**src/shared/fbc_defines.vh**
```
`ifndef FBC_DEFINES_VH
`define FBC_DEFINES_VH
// ==========================================
// Response codes
`define FBC_RESP_OK 16'h0000
`define FBC_RESP_NO_WRITE 16'h0001
`define FBC_RESP_BAD_CMD 16'h0002
`define FBC_RESP_RANGE 16'h0003
// ==========================================
// Command word fields
`define FBC_GROUP_HI 12
`define FBC_GROUP_LO 8
`define FBC_DIR_BIT 7
`define FBC_GROUP_MAX 5'h11
`define FBC_NUM_MAX 7'h63
`define FBC_GROUP_COMM 5'h07
`define FBC_RO_NUM_A 7'h01
`define FBC_RO_NUM_B 7'h05
`define FBC_RO_NUM_C 7'h06
// ==========================================
// Reaction selector and secondary source values
`define FBC_SEL_COAST_NOW 4'h0
`define FBC_SEL_COAST_DLY 4'h1
`define FBC_SEL_COAST_RET 4'h2
`define FBC_SEL_KEEP 4'h3
`define FBC_SEL_DECEL_NOW 4'hA
`define FBC_SEL_DECEL_DLY 4'hB
`define FBC_SEL_DECEL_RET 4'hC
`define FBC_SEL_RUN_OFF 4'hD
`define FBC_SEL_FWD 4'hE
`define FBC_SEL_REV 4'hF
`define FBC_SEC_NONE 8'h03
// ==========================================
// Timing: delay tick of 0.1 s at 100 MHz
`define FBC_TICK_MS 100
`define FBC_CLK_KHZ 100000
`define FBC_TICK_CYCLES (`FBC_TICK_MS * `FBC_CLK_KHZ)
`endif

```
**src/logic/fbc_top.v**
```verilog
// Operation
// - Commands arrive in the command slot; responses go out in the response slot.
// - A command completing normally answers 0000 hex.
// - Write to run-locked or keypad-edited parameter answers 0001 hex.
// - An undecodable command word answers 0002 hex.
// - Write data outside the parameter range is rejected with 0003 hex.
// - Upper three bits zero; bits 12 to 8 carry group 00 to 11 hex.
// - Bit 7 selects read when zero, write when one.
// - Low seven bits carry parameter number 0 to 99.
// - Communication parameters 01, 05, 06 are read-only; writes answer 0001 hex.
// - Selector 0 or 4 to 9: coast immediately and raise link alarm.
// - Selector 1: wait delay, then coast and raise link alarm.
// - Selector 2: ignore fault if link returns in time, else coast and trip.
// - Selector 3: keep running, never raise link alarm.
// - Selector 10: decelerate now, raise alarm once motor has stopped.
// - Selector 11: wait delay, decelerate, raise alarm after stopping.
// - Selector 12: ignore if link returns in time, else decelerate and trip.
// - Selector 13: clear run command, no link alarm.
// - Selector 14 forces forward, 15 forces reverse, no link alarm.
// - Ignore link faults until the link was established once.
// - Ignore faults when neither run nor frequency source is the fieldbus.
//
// Our own choices: the strobed register port and the address map.
`timescale 1ns/1ps
`default_nettype none
`include "fbc_defines.vh"
module fbc_top #(
  parameter TICK_CYCLES = `FBC_TICK_CYCLES
) (
  input wire clk_in,
  input wire nrst_in,
  input wire ce_in,
  input wire cmd_valid_in,
  input wire [15:0] cmd_word_in,
  input wire [15:0] cmd_wdata_in,
  input wire drive_running_in,
  input wire keypad_editing_in,
  input wire [7:0] param_attr_addr_unused_in,
  input wire param_run_locked_in,
  input wire param_in_range_in,
  input wire [15:0] param_rdata_in,
  input wire link_ok_in,
  input wire [3:0] link_fault_reaction_select_in,
  input wire [9:0] link_fault_delay_setting_in,
  input wire [7:0] bus_source_select_in,
  input wire [7:0] secondary_source_select_in,
  input wire link_enable_assigned_in,
  input wire link_enable_terminal_in,
  input wire motor_stopped_in,
  output reg [15:0] resp_code_out,
  output reg [15:0] resp_data_out,
  output reg resp_valid_out,
  output reg param_wr_out,
  output reg [4:0] param_group_out,
  output reg [6:0] param_num_out,
  output reg [15:0] param_wdata_out,
  output reg coast_stop_out,
  output reg decel_stop_out,
  output reg run_clear_out,
  output reg force_fwd_out,
  output reg force_rev_out,
  output reg link_error_alarm_out
);
  // ==========================================
  // Reset release and pin synchronisers
  // Pins are asynchronous to clk_in, so each passes two flip-flops and only
  // the second stage is read; reading the first could catch a metastable value.
  localparam PINS = 2;
  reg [1:0] rst_sync;
  wire rst_n = rst_sync[1];
  wire [PINS-1:0] pin_raw = {link_enable_terminal_in, link_ok_in};
  wire [PINS-1:0] pin_sync;
  wire link_ok = pin_sync[0];
  wire le_on = pin_sync[1];

  always @(posedge clk_in or negedge nrst_in)
  begin
    if (!nrst_in)
      rst_sync <= 2'b00;
    else
      rst_sync <= {rst_sync[0], 1'b1};
  end

  genvar gi;
  generate
    for (gi = 0; gi < PINS; gi = gi + 1)
    begin : g_pin_sync
      reg [1:0] stages;
      always @(posedge clk_in or negedge rst_n)
      begin
        if (!rst_n)
        begin
          stages <= 2'b00;
        end
        else if (ce_in)
        begin
          stages <= {stages[0], pin_raw[gi]};
        end
      end
      assign pin_sync[gi] = stages[1];
    end
  endgenerate

  // ==========================================
  // Command decode
  wire [4:0] grp = cmd_word_in[`FBC_GROUP_HI:`FBC_GROUP_LO];
  wire [6:0] num = cmd_word_in[6:0];
  wire is_wr = cmd_word_in[`FBC_DIR_BIT];
  wire cmd_ok = (cmd_word_in[15:13] == 3'b000)
    && (grp <= `FBC_GROUP_MAX)
    && (num <= `FBC_NUM_MAX);
  reg ro_num;
  wire ro_param = (grp == `FBC_GROUP_COMM) && ro_num;

  // Only three numbers of the communication group refuse writes;
  // the rest of that group behaves like any other parameter.
  always @*
  begin
    ro_num = 1'b0;
    case (num)
      `FBC_RO_NUM_A:
        ro_num = 1'b1;
      `FBC_RO_NUM_B:
        ro_num = 1'b1;
      `FBC_RO_NUM_C:
        ro_num = 1'b1;
      default:
        ro_num = 1'b0;
    endcase
  end
  reg [15:0] next_code;

  always @*
  begin
    next_code = `FBC_RESP_OK;
    if (!cmd_ok)
      next_code = `FBC_RESP_BAD_CMD;
    else if (is_wr && ro_param)
      next_code = `FBC_RESP_NO_WRITE;
    else if (is_wr && ((param_run_locked_in && drive_running_in) || keypad_editing_in))
      next_code = `FBC_RESP_NO_WRITE;
    else if (is_wr && !param_in_range_in)
      next_code = `FBC_RESP_RANGE;
  end

  // Attribute inputs are combinational lookups on the same clock, so the
  // answer is ready one cycle after the command is taken.
  wire [15:0] next_rdata = (cmd_ok && !is_wr) ? param_rdata_in : 16'h0000;
  wire next_wr = is_wr && (next_code == `FBC_RESP_OK);

  always @(posedge clk_in or negedge rst_n)
  begin
    if (!rst_n)
    begin
      resp_code_out <= 16'h0000;
      resp_data_out <= 16'h0000;
      resp_valid_out <= 1'b0;
    end
    else if (ce_in)
    begin
      resp_valid_out <= cmd_valid_in;
      if (cmd_valid_in)
      begin
        resp_code_out <= next_code;
        resp_data_out <= next_rdata;
      end
    end
  end

  // ==========================================
  // Parameter port
  // The write strobe is one pulse; a refused write never reaches the
  // drive core, so a rejected value cannot land halfway.
  always @(posedge clk_in or negedge rst_n)
  begin
    if (!rst_n)
    begin
      param_wr_out <= 1'b0;
      param_group_out <= 5'h00;
      param_num_out <= 7'h00;
      param_wdata_out <= 16'h0000;
    end
    else if (ce_in)
    begin
      param_wr_out <= cmd_valid_in && next_wr;
      if (cmd_valid_in)
      begin
        param_group_out <= grp;
        param_num_out <= num;
        param_wdata_out <= cmd_wdata_in;
      end
    end
  end

  // ==========================================
  // Link fault reaction
  localparam ST_IDLE = 3'd0;
  localparam ST_WAIT = 3'd1;
  localparam ST_COAST = 3'd2;
  localparam ST_DECEL = 3'd3;
  localparam ST_TRIP = 3'd4;
  localparam ST_HOLD = 3'd5;

  reg [2:0] state;
  reg [2:0] next_state;
  reg armed;
  reg [26:0] tick_cnt;
  reg [9:0] tenth_cnt;
  wire [3:0] sel = link_fault_reaction_select_in;
  wire bus_src = (bus_source_select_in != 8'h00)
    && !(link_enable_assigned_in && !le_on)
    && (secondary_source_select_in != `FBC_SEC_NONE)
    && (secondary_source_select_in != bus_source_select_in);
  wire fault = !link_ok && armed && bus_src;
  wire delayed = (sel == `FBC_SEL_COAST_DLY) || (sel == `FBC_SEL_COAST_RET)
    || (sel == `FBC_SEL_DECEL_DLY) || (sel == `FBC_SEL_DECEL_RET);
  wire retry = (sel == `FBC_SEL_COAST_RET) || (sel == `FBC_SEL_DECEL_RET);
  wire decel_mode = (sel == `FBC_SEL_DECEL_DLY) || (sel == `FBC_SEL_DECEL_RET);
  wire expired = (tenth_cnt >= link_fault_delay_setting_in);

  always @*
  begin
    next_state = state;
    case (state)
      ST_IDLE:
        if (fault)
        begin
          if (sel == `FBC_SEL_KEEP)
            next_state = ST_IDLE;
          else if (sel == `FBC_SEL_DECEL_NOW)
            next_state = ST_DECEL;
          else if (delayed)
            next_state = ST_WAIT;
          else if (sel >= `FBC_SEL_RUN_OFF)
            next_state = ST_HOLD;
          else
            next_state = ST_COAST;
        end
      ST_WAIT:
        if (retry && link_ok)
          next_state = ST_IDLE;
        else if (expired)
          next_state = decel_mode ? ST_DECEL : ST_COAST;
      ST_COAST:
        next_state = ST_TRIP;
      ST_DECEL:
        if (motor_stopped_in)
          next_state = ST_TRIP;
      ST_TRIP:
        next_state = ST_TRIP;
      ST_HOLD:
        if (link_ok)
          next_state = ST_IDLE;
      default:
        next_state = ST_IDLE;
    endcase
  end

  // ==========================================
  // Reaction state and arming
  // Arming never falls back, so a link that came up once keeps the
  // reaction live until the card is reset.
  always @(posedge clk_in or negedge rst_n)
  begin
    if (!rst_n)
    begin
      state <= ST_IDLE;
      armed <= 1'b0;
    end
    else if (ce_in)
    begin
      state <= next_state;
      if (link_ok)
      begin
        armed <= 1'b1;
      end
    end
  end

  // ==========================================
  // Delay timer
  // Counting only in the wait state with the link down means a recovered
  // link always restarts the full delay, never a remainder.
  wire [31:0] tick_last = TICK_CYCLES - 1;
  wire tick_end = ({5'd0, tick_cnt} == tick_last);

  always @(posedge clk_in or negedge rst_n)
  begin
    if (!rst_n)
    begin
      tick_cnt <= 27'd0;
      tenth_cnt <= 10'd0;
    end
    else if (ce_in)
    begin
      if (state != ST_WAIT || link_ok)
      begin
        tick_cnt <= 27'd0;
        tenth_cnt <= 10'd0;
      end
      else if (tick_end)
      begin
        tick_cnt <= 27'd0;
        tenth_cnt <= tenth_cnt + 10'd1;
      end
      else
      begin
        tick_cnt <= tick_cnt + 27'd1;
      end
    end
  end

  // ==========================================
  // Reaction outputs
  reg next_coast;
  reg next_decel;
  reg next_run_clear;
  reg next_fwd;
  reg next_rev;
  reg next_alarm;

  // A trip keeps the stop style that led into it, so the drive core never
  // sees the stop mode flip under a latched alarm.
  always @*
  begin
    next_coast = 1'b0;
    next_decel = 1'b0;
    next_run_clear = 1'b0;
    next_fwd = 1'b0;
    next_rev = 1'b0;
    next_alarm = 1'b0;
    case (next_state)
      ST_COAST:
        next_coast = 1'b1;
      ST_DECEL:
        next_decel = 1'b1;
      ST_TRIP:
      begin
        next_coast = !decel_stop_out;
        next_decel = decel_stop_out;
        next_alarm = 1'b1;
      end
      ST_HOLD:
      begin
        next_run_clear = (sel == `FBC_SEL_RUN_OFF);
        next_fwd = (sel == `FBC_SEL_FWD);
        next_rev = (sel == `FBC_SEL_REV);
      end
      default:
        next_alarm = 1'b0;
    endcase
  end

  // Trip latches until reset; the alarm reset path lives in the drive core.
  always @(posedge clk_in or negedge rst_n)
  begin
    if (!rst_n)
    begin
      coast_stop_out <= 1'b0;
      decel_stop_out <= 1'b0;
      run_clear_out <= 1'b0;
      force_fwd_out <= 1'b0;
      force_rev_out <= 1'b0;
      link_error_alarm_out <= 1'b0;
    end
    else if (ce_in)
    begin
      coast_stop_out <= next_coast;
      decel_stop_out <= next_decel;
      run_clear_out <= next_run_clear;
      force_fwd_out <= next_fwd;
      force_rev_out <= next_rev;
      link_error_alarm_out <= next_alarm;
    end
  end
endmodule // fbc_top
`default_nettype wire

```
**config.mk**
```make
export PLATFORM = sky130hd
export DESIGN_NAME = fbc_top
export DESIGN_NICKNAME = d
export VERILOG_FILES = /design/src/logic/fbc_top.v
export VERILOG_INCLUDE_DIRS = /design/src /design/src/shared
export SDC_FILE = /design/constraint.sdc
export NUM_CORES = 1
export LEC_CHECK = 0
export BUFFER_PORTS_ARGS = -buffer_cell sky130_fd_sc_hd__buf_2
export CORE_ASPECT_RATIO = 0.75
export CORE_UTILIZATION = 55
export DETAILED_ROUTE_END_ITERATION = 6
export PLACE_DENSITY = 0.95
export SLEW_MARGIN = 20
export SYNTH_ARGS = -nofsm -noshare
export SYNTH_HDL_FRONTEND = slang
export SYNTH_SLANG_ARGS = --single-unit
```
**constraint.sdc**
```tcl
create_clock -name clk_in -period 4.5 [get_ports clk_in]
set_input_delay 0.45 -clock clk_in [delete_from_list [all_inputs] [get_ports clk_in]]
set_output_delay 0.45 -clock clk_in [all_outputs]
set_load 0.02 [all_outputs]
```
==> flow_summary.rst, run 1 <==
.. list-table::
   :header-rows: 1

   * - Metric
     - Value
   * - Count of vias placed by the detailed router
     - 4115
   * - Fraction of the mapped netlist area in compound gates
     - 12.3%
   * - Clock period minus worst slack
     - 2.53 ns
   * - Nets@finish
     - 733
   * - Number of buffers added on ports
     - 143
   * - Area taken by multi-input logic gates
     - 2320 sq um
   * - Total number of H-tree levels
     - 3
   * - Die X-Extent
     - 113 um
   * - Count of cell types in the netlist
     - 60
   * - Post-Syn Area
     - 5070 sq um
   * - Leftover overflow at the end of global routing
     - 0
   * - Last weighted congestion value of the routability-driven placer
     - 0.828
   * - Maximum count of clock buffers along a single path
     - 2
   * - Pin count of the biggest net entering global routing
     - 55
   * - Data required time of the worst path
     - 4.79 ns
   * - Mux share of post-synthesis cell area
     - 7.08%
   * - Critical setup path kind
     - in -> reg
   * - Pins over their slew limit
     - 0
   * - Number of failing setup endpoints in the final timing report
     - 0
   * - Clock transition at the register clock pins on the worst setup and hold paths after CTS
     - 0.07 ns
   * - Fraction of final layout cells with drive strength greater than 1
     - 32.3%
   * - CTS Buf Count
     - 9
   * - Aggregate routed wire length
     - 11800 um
   * - Count of buffers added by post-CTS timing repair for setup
     - 0
   * - Antenna diodes
     - 0
   * - Run status
     - finished clean
   * - Flops & latches, synth
     - 101
   * - Routed WL per cell
     - 16.0 um
   * - Setup_tns
     - 0 ns
   * - Area occupied by registers
     - 2530 sq um
   * - Share of the synthesized netlist area taken by xor and xnor gates
     - 5.36%
   * - Post-synthesis simple-gate area fraction
     - 16.8%
   * - Leakage
     - 3.00 nW
   * - Number of global-route vias before repair
     - 4241
   * - Antenna violations before repair
     - 0
   * - Gate count of the mapped netlist
     - 483
   * - Largest family of logic cells by synthesized area
     - simple AND/OR/NAND/NOR gates
   * - Core outline area
     - 8710 sq um
   * - Setup repair after global routing missed its margin
     - false
   * - Count of nets left with antenna violations after detail routing
     - 0
   * - Fraction of synthesis flops using an asynchronous set or reset pin
     - 100%
   * - Worst-case setup slack after placement
     - 1.64 ns
   * - Category of the worst setup path launch point
     - input pin
   * - Total DRC errors in the routed layout
     - 0
   * - Final Hold Viols
     - 0
   * - Clock tree root driver cell
     - sky130_fd_sc_hd__clkbuf_16
   * - Highest clock frequency the design can meet
     - 395 MHz
   * - Worst skew pair latency
     - 0.35 ns
   * - Normalized max-slew margin
     - 33.8%
   * - Count of yosys warnings during synthesis
     - 0
   * - Tightest Hold Check Type
     - in -> reg
   * - Post-detail-place hpwl
     - 8790 um
   * - Commonest non-fill, non-tap cells in the layout
     - sky130_fd_sc_hd__buf_2 (143), sky130_fd_sc_hd__dfrtp_1 (100), sky130_fd_sc_hd__nor2_1 (40), sky130_fd_sc_hd__nand2_1 (36), sky130_fd_sc_hd__mux2_2 (31)
   * - Synthesized area divided by synthesized cell count
     - 10.5 sq um
   * - Adder-cell share of the synthesized area
     - 2.96%
   * - Top post-synthesis cells by area
     - sky130_fd_sc_hd__dfrtp_1 (50%), sky130_fd_sc_hd__mux2_2 (6.9%), sky130_fd_sc_hd__xor2_1 (4.0%)
   * - Maximum resistive drop on vdd
     - 0.320 mV
   * - Power Dens Cells
     - 384 nW/um^2
   * - Detailed-router iteration count before antenna repair
     - 5
   * - Actual slew at the worst max-slew pin
     - 0.989 ns
   * - Period utilisation layout
     - 56.3%
   * - DIE HEIGHT
     - 85.1 um
   * - First-iteration detailed-routing DRC count
     - 264
   * - First-pass GRT wire length
     - 19600 um
   * - Area grow syn2layout
     - 20.1%
   * - Most common flop cell mapped by yosys
     - sky130_fd_sc_hd__dfrtp_1
   * - Clock tree from TritonCTS
     - done
   * - Total power after layout
     - 2.34 mW
   * - Count of boundary I/O pins
     - 166
   * - Number of sinks on the clock net
     - 101
   * - Post-route setup slack
     - 1.97 ns
   * - Worst hold margin
     - 0.314 ns
   * - Part of the Yosys area used for sequential elements
     - 49.9%
   * - Die Outline Area
     - 9610 sq um
   * - Final setup skew
     - 0.00970 ns
   * - Effective utilization at floorplan
     - 58.2%
   * - Crit Path Max Fanout
     - 50
   * - FILL cells
     - 614
   * - CP endpoint kind
     - register
   * - Post-synth EDFFs
     - 0
   * - Row count
     - 29
   * - GRT Overall Usage
     - 25.9%
   * - Number of vias per cell after detailed routing
     - 5.59
   * - Most frequent standard cell in the layout excluding fill and tap cells
     - sky130_fd_sc_hd__buf_2
   * - Crit path arrival time
     - 2.82 ns
   * - Share of the synthesized area in the top cell type
     - 49.9%
   * - Max_cap viols
     - 0
   * - Leading area contributor after synthesis
     - sky130_fd_sc_hd__dfrtp_1
[metrics by stage]
stage | instances | instance area [sq um] | util (%)
CTS | 736 | 6090 | 69.9
floorplan | 496 | 5120 | -
finish | 736 | 6090 | 69.9
detailed placement | 719 | 5810 | 66.7
global placement | 719 | 5810 | 66.7
global route | 736 | 6090 | 69.9
[Yosys cell counts (4+ instances only)]
cell type / instances
sky130_fd_sc_hd__ha_1: 12
sky130_fd_sc_hd__a21oi_1: 15
sky130_fd_sc_hd__nand2_1: 37
sky130_fd_sc_hd__inv_1: 26
sky130_fd_sc_hd__nor4_1: 9
sky130_fd_sc_hd__and2_1: 4
sky130_fd_sc_hd__dfrtp_1: 101
sky130_fd_sc_hd__xor2_1: 23
sky130_fd_sc_hd__and3_1: 6
sky130_fd_sc_hd__a22o_1: 18
sky130_fd_sc_hd__clkbuf_1: 7
sky130_fd_sc_hd__o21ai_0: 27
sky130_fd_sc_hd__nor3_1: 4
sky130_fd_sc_hd__nand2b_1: 5
sky130_fd_sc_hd__nand3_1: 16
sky130_fd_sc_hd__nand4_1: 12
sky130_fd_sc_hd__buf_4: 15
sky130_fd_sc_hd__mux2_2: 31
sky130_fd_sc_hd__buf_2: 4
sky130_fd_sc_hd__and4_1: 4
sky130_fd_sc_hd__or3_1: 4
sky130_fd_sc_hd__nor2_1: 40
sky130_fd_sc_hd__xnor2_1: 8
[final cells by class]
| type | instances | area share (%) |
|---|---|---|
| clock buffer | 12 | 3.88 |
| clock inverter | 4 | 0.514 |
| inverter | 26 | 1.60 |
| multi-input combinational | 339 | 38.0 |
| sequential | 101 | 41.6 |
| tap | 108 | 2.22 |
| timing repair buffer | 146 | 12.2 |
[critical path: stages]
cell and delay (ns):
sky130_fd_sc_hd__buf_2 0.44, sky130_fd_sc_hd__nand2_2 0.70, sky130_fd_sc_hd__nor3b_2 0.97, sky130_fd_sc_hd__a22o_1 0.24
[kinds of logic after synthesis]
family,Yosys count
buffers and inverters,56
muxes,32
adders and majority gates,12
and+or+nand+nor,159
AOI/OAI and AO/OA,90
other,2
xor gates and xnor gates,31
DFF,101
[metal layers]
metal  vias to the layer above  routed length [um]  track usage (%)
met5                         -                   0                0
met4                         0                 147             8.25
met3                        18                 738             7.14
met2                       159                5950             43.9
met1                      1972                4940             32.6
li1                       1966                   -                -
[registers in the layout, indices dropped and copies added (netlist names), 2 cells and up]
signal and cells:
g_pin_sync.stages 4, rst_sync 2, param_wdata_out 16, state 3
param_num_out 7, resp_code_out 2, resp_data_out 16, tenth_cnt 10
tick_cnt 27, param_group_out 5
[path summary, 6_finish.rpt]
| check | slack, ns | startpoint | to | cells after the start |
|---|---|---|---|---|
| setup / recovery | 1.97 | ce_in | resp_data_out[7] | 4 |
| hold / removal | 0.31 | param_rdata_in[3] | resp_data_out[3] | 2 |
| setup reg to reg | 2.09 | tenth_cnt[3] | force_rev_out | 8 |
| hold reg to reg | 0.33 | rst_sync[1] | resp_valid_out | 0 |
| max in group asynchronous | 3.08 | rst_sync[1] | param_wdata_out[13] | 1 |
| min in group asynchronous | 0.33 | rst_sync[1] | resp_valid_out | 0 |
[repair_timing]
item / 4_1_cts / 5_1_grt
hold endpoints to repair: 2 / 0
resized for setup: 0 / 0
hold buffers: 1 / 0
[power breakdown]
part | internal, mW | leakage, nW | switching [mW]
clock network | 0.380 | 0.132 | 0.345
registers | 0.991 | 1.31 | 0.0809
logic | 0.210 | 1.55 | 0.329
Note: power is estimated with default switching activity, not from simulation.
==> inputs of run 2 (changes only) <==
Settings changed: CORE_UTILIZATION 55 to 51, PLACE_DENSITY 0.95 to 0.89.
Clock period 4.5 ns to 2.4 ns, I/O delays scaled along.
==> run 2 against run 1 <==
  * Worst hold slack got worse by 0.21 ns
  * Critical path depth increased by 4
  * Count of clock-buffer cells in the layout decreased by 2
  * Cell count increased by 4.5%
  * First-iteration DRC count decreased by 2.3%
  * Design area increased by 2.8%
  * Register-to-register slack got worse by 2.0 ns
  * Worst setup slack got worse by 1.9 ns
==> flow_summary.rst, run 2 (same netlist as run 1, synthesis figures left out) <==
.. list-table::
   :header-rows: 1

   * - Metric
     - Value
   * - Clock tree from TritonCTS
     - done (unchanged)
   * - Pins over their slew limit
     - 0 (unchanged)
   * - Post-detail-place hpwl
     - 8880 um (was 8790 um)
   * - Effective utilization at floorplan
     - 52.5% (was 58.2%)
   * - Total number of H-tree levels
     - 3 (unchanged)
   * - Actual slew at the worst max-slew pin
     - 0.569 ns (was 0.989 ns)
   * - Clock period minus worst slack
     - 2.31 ns
   * - Area grow syn2layout
     - 23.5% (was 20.1%)
   * - CP Buf/Inv Count
     - 0 (was 1)
   * - Number of failing setup endpoints in the final timing report
     - 0 (unchanged)
   * - Nets@finish
     - 742 (was 733)
   * - Cell count after placement
     - 751 (was 719)
   * - Power Dens Cells
     - 726 nW/um^2 (was 384 nW/um^2)
   * - Period utilisation layout
     - 96.1%
   * - Total power after layout
     - 4.54 mW (was 2.34 mW)
   * - Number of sinks on the clock net
     - 101 (unchanged)
   * - GRT Overall Usage
     - 23.7% (was 25.9%)
   * - Most frequent standard cell in the layout excluding fill and tap cells
     - sky130_fd_sc_hd__buf_2 (unchanged)
   * - Run status
     - finished clean (unchanged)
   * - Crit Path Max Fanout
     - 5 (was 50)
   * - Top sig layer
     - met4 (unchanged)
   * - Setup slack of the most critical reg-to-reg path
     - 0.09 ns (was 2.09 ns)
   * - Number of global-route vias before repair
     - 4171 (was 4241)
   * - Slowest-stage cell, CP
     - sky130_fd_sc_hd__dfrtp_1 (was sky130_fd_sc_hd__nor3b_2)
   * - Worst hold margin
     - 0.108 ns (was 0.314 ns)
   * - Flip-flop count of the largest register, all copies and words added
     - 27 (unchanged)
   * - Crit path arrival time
     - 2.55 ns (was 2.82 ns)
   * - Maximum cell stage delay along the critical path
     - 0.43 ns (was 0.97 ns)
   * - Pin count of the biggest net entering global routing
     - 45 (was 55)
   * - Worst-case reg-to-reg path depth
     - 8 (unchanged)
   * - Routed WL per cell
     - 15.4 um (was 16.0 um)
   * - Antenna violations before repair
     - 0 (unchanged)
   * - Die Outline Area
     - 10300 sq um (was 9610 sq um)
   * - Total length of routed met2 wires
     - 5950 um (about the same)
   * - Last weighted congestion value of the routability-driven placer
     - 0.852 (was 0.828)
   * - Category of the worst setup path launch point
     - register (was input pin)
   * - Highest clock frequency the design can meet
     - 434 MHz
   * - Met3 Wirelength
     - 723 um (was 738 um)
   * - Worst path top cell family by delay
     - compound AO/OA/AOI/OAI gates (was simple AND/OR/NAND/NOR gates)
   * - Metal-1 WL
     - 5040 um (was 4940 um)
   * - Tightest Hold Check Type
     - in -> reg (unchanged)
   * - Worst skew pair latency
     - 0.34 ns (was 0.35 ns)
   * - Final Hold Viols
     - 0 (unchanged)
   * - Instance count on the critical path
     - 8 (was 4)
   * - Commonest non-fill, non-tap cells in the layout
     - sky130_fd_sc_hd__buf_2 (143), sky130_fd_sc_hd__dfrtp_1 (100), sky130_fd_sc_hd__nor2_1 (40), sky130_fd_sc_hd__nand2_1 (36), sky130_fd_sc_hd__mux2_2 (31) (unchanged)
   * - Fraction of final layout cells with drive strength greater than 1
     - 34.2% (was 32.3%)
   * - Detailed-router iteration count before antenna repair
     - 5 (unchanged)
   * - First-pass GRT wire length
     - 19100 um (was 19600 um)
   * - Clock tree root driver cell
     - sky130_fd_sc_hd__clkbuf_16 (unchanged)
   * - Hold Path Origin
     - param_rdata_in[1] (was param_rdata_in[3])
   * - Clock transition at the register clock pins on the worst setup and hold paths after CTS
     - 0.07 ns (about the same)
   * - Count of nets left with antenna violations after detail routing
     - 0 (unchanged)
   * - Finished Layout Cells
     - 769 (was 736)
   * - Worst-case setup slack after placement
     - 0.0229 ns (was 1.64 ns)
   * - Critical path startpoint
     - tenth_cnt[3] (was ce_in)
   * - Max_cap viols
     - 0 (unchanged)
   * - Critical setup path kind
     - reg -> reg (was in -> reg)
   * - Count of boundary I/O pins
     - 166 (unchanged)
   * - Aggregate routed wire length
     - 11800 um (about the same)
   * - Capture point of the worst path
     - force_fwd_out (was resp_data_out[7])
   * - CTS Buf Count
     - 9 (unchanged)
   * - First-iteration detailed-routing DRC count
     - 258 (was 264)
   * - Final setup skew
     - 0.0112 ns (was 0.00970 ns)
   * - Core outline area
     - 9660 sq um (was 8710 sq um)
   * - Leftover overflow at the end of global routing
     - 0 (unchanged)
   * - Maximum count of clock buffers along a single path
     - 2 (unchanged)
   * - Number of buffers added on ports
     - 143 (unchanged)
   * - Normalized max-slew margin
     - 62.1% (was 33.8%)
   * - CP endpoint kind
     - register (unchanged)
   * - Total DRC errors in the routed layout
     - 0 (unchanged)
   * - Register with the highest flop count
     - tick_cnt (unchanged)
   * - Post-route setup slack
     - 0.0935 ns (was 1.97 ns)
   * - Antenna diodes
     - 0 (unchanged)
   * - Maximum resistive drop on vdd
     - 0.392 mV (was 0.320 mV)
   * - Number of vias per cell after detailed routing
     - 5.48 (was 5.59)
   * - Row count
     - 31 (was 29)
   * - Cell-by-cell listing of the critical path
     - ha_1 > a211o_1 > a21oi_1 > o21ai_2 > o21a_1 > o221a_2 > nor2b_2 > o32ai_2 (was buf_2 > nand2_2 > nor3b_2 > a22o_1)
   * - Count of vias placed by the detailed router
     - 4212 (was 4115)
   * - Setup_tns
     - 0 ns (unchanged)
   * - Data required time of the worst path
     - 2.65 ns (was 4.79 ns)
   * - Worst R2R End
     - force_fwd_out (was force_rev_out)
   * - Largest registers in the final layout
     - tick_cnt (27), param_wdata_out (16), resp_data_out (16) (unchanged)
   * - Leakage
     - 3.07 nW (was 3.00 nW)
   * - DIE HEIGHT
     - 88.3 um (was 85.1 um)
   * - Launching point of the worst reg2reg path
     - tenth_cnt[3] (unchanged)
   * - Die X-Extent
     - 117 um (was 113 um)
## run 2: routing by layer
metal  up-vias  track usage, %
met3        13            5.96
met5         -               0
met1      2060            29.6
met2       149            41.1
li1       1990               -
met4         0            6.67
## run 2: metrics by stage
stage          utilization (%)  instance area (sq um)
3_5_place_dp              61.2                   5910
2_1_floorplan                -                   5120
6_report                  64.8                   6260
3_3_place_gp              61.2                   5910
5_1_grt                   64.8                   6260
4_1_cts                   64.5                   6230
## run 2: where the power goes
group          internal, mW  total (mW)  switching (mW)
combinational         0.415        1.04           0.627
sequential             1.86        2.00           0.145
clock                 0.832        1.50           0.667
total                  3.10        4.54            1.44
## run 2: worst min path at each step
stage | endpoint | slack [ns] | cells past startpoint
global placement | rst_sync[0] | 0.03 | 1
floorplan | rst_sync[0] | -0.06 | 0
detailed placement | rst_sync[0] | 0.03 | 1
global route | resp_data_out[1] | 0.10 | 2
CTS | resp_data_out[1] | 0.1 | 2
finish | resp_data_out[1] | 0.11 | 2
## run 2: worst reg2reg max path: stages (launching register included)
cell	delay [ns]
sky130_fd_sc_hd__dfrtp_1	0.43
sky130_fd_sc_hd__ha_1	0.31
sky130_fd_sc_hd__a211o_1	0.26
sky130_fd_sc_hd__a21oi_1	0.15
sky130_fd_sc_hd__o21ai_2	0.10
sky130_fd_sc_hd__o21a_1	0.21
sky130_fd_sc_hd__o221a_2	0.31
sky130_fd_sc_hd__nor2b_2	0.19
sky130_fd_sc_hd__o32ai_2	0.25
## run 2: area by class of cell
class                           instances  area (sq um)
Multi-Input combinational cell        339          2340
Clock buffer                           10           229
Timing Repair Buffer                  155           821
Tap cell                              132           165
Fill cell                             751          3400
Sequential cell                       101          2530
Inverter                               26          97.6
Clock inverter                          6          78.8
## run 2: what timing repair did
action	CTS	global route
setup buffers	0	1
hold buffers	1	0
endpoints found under the hold margin	2	0
resized for setup	0	5
endpoints found under the setup margin	0	3
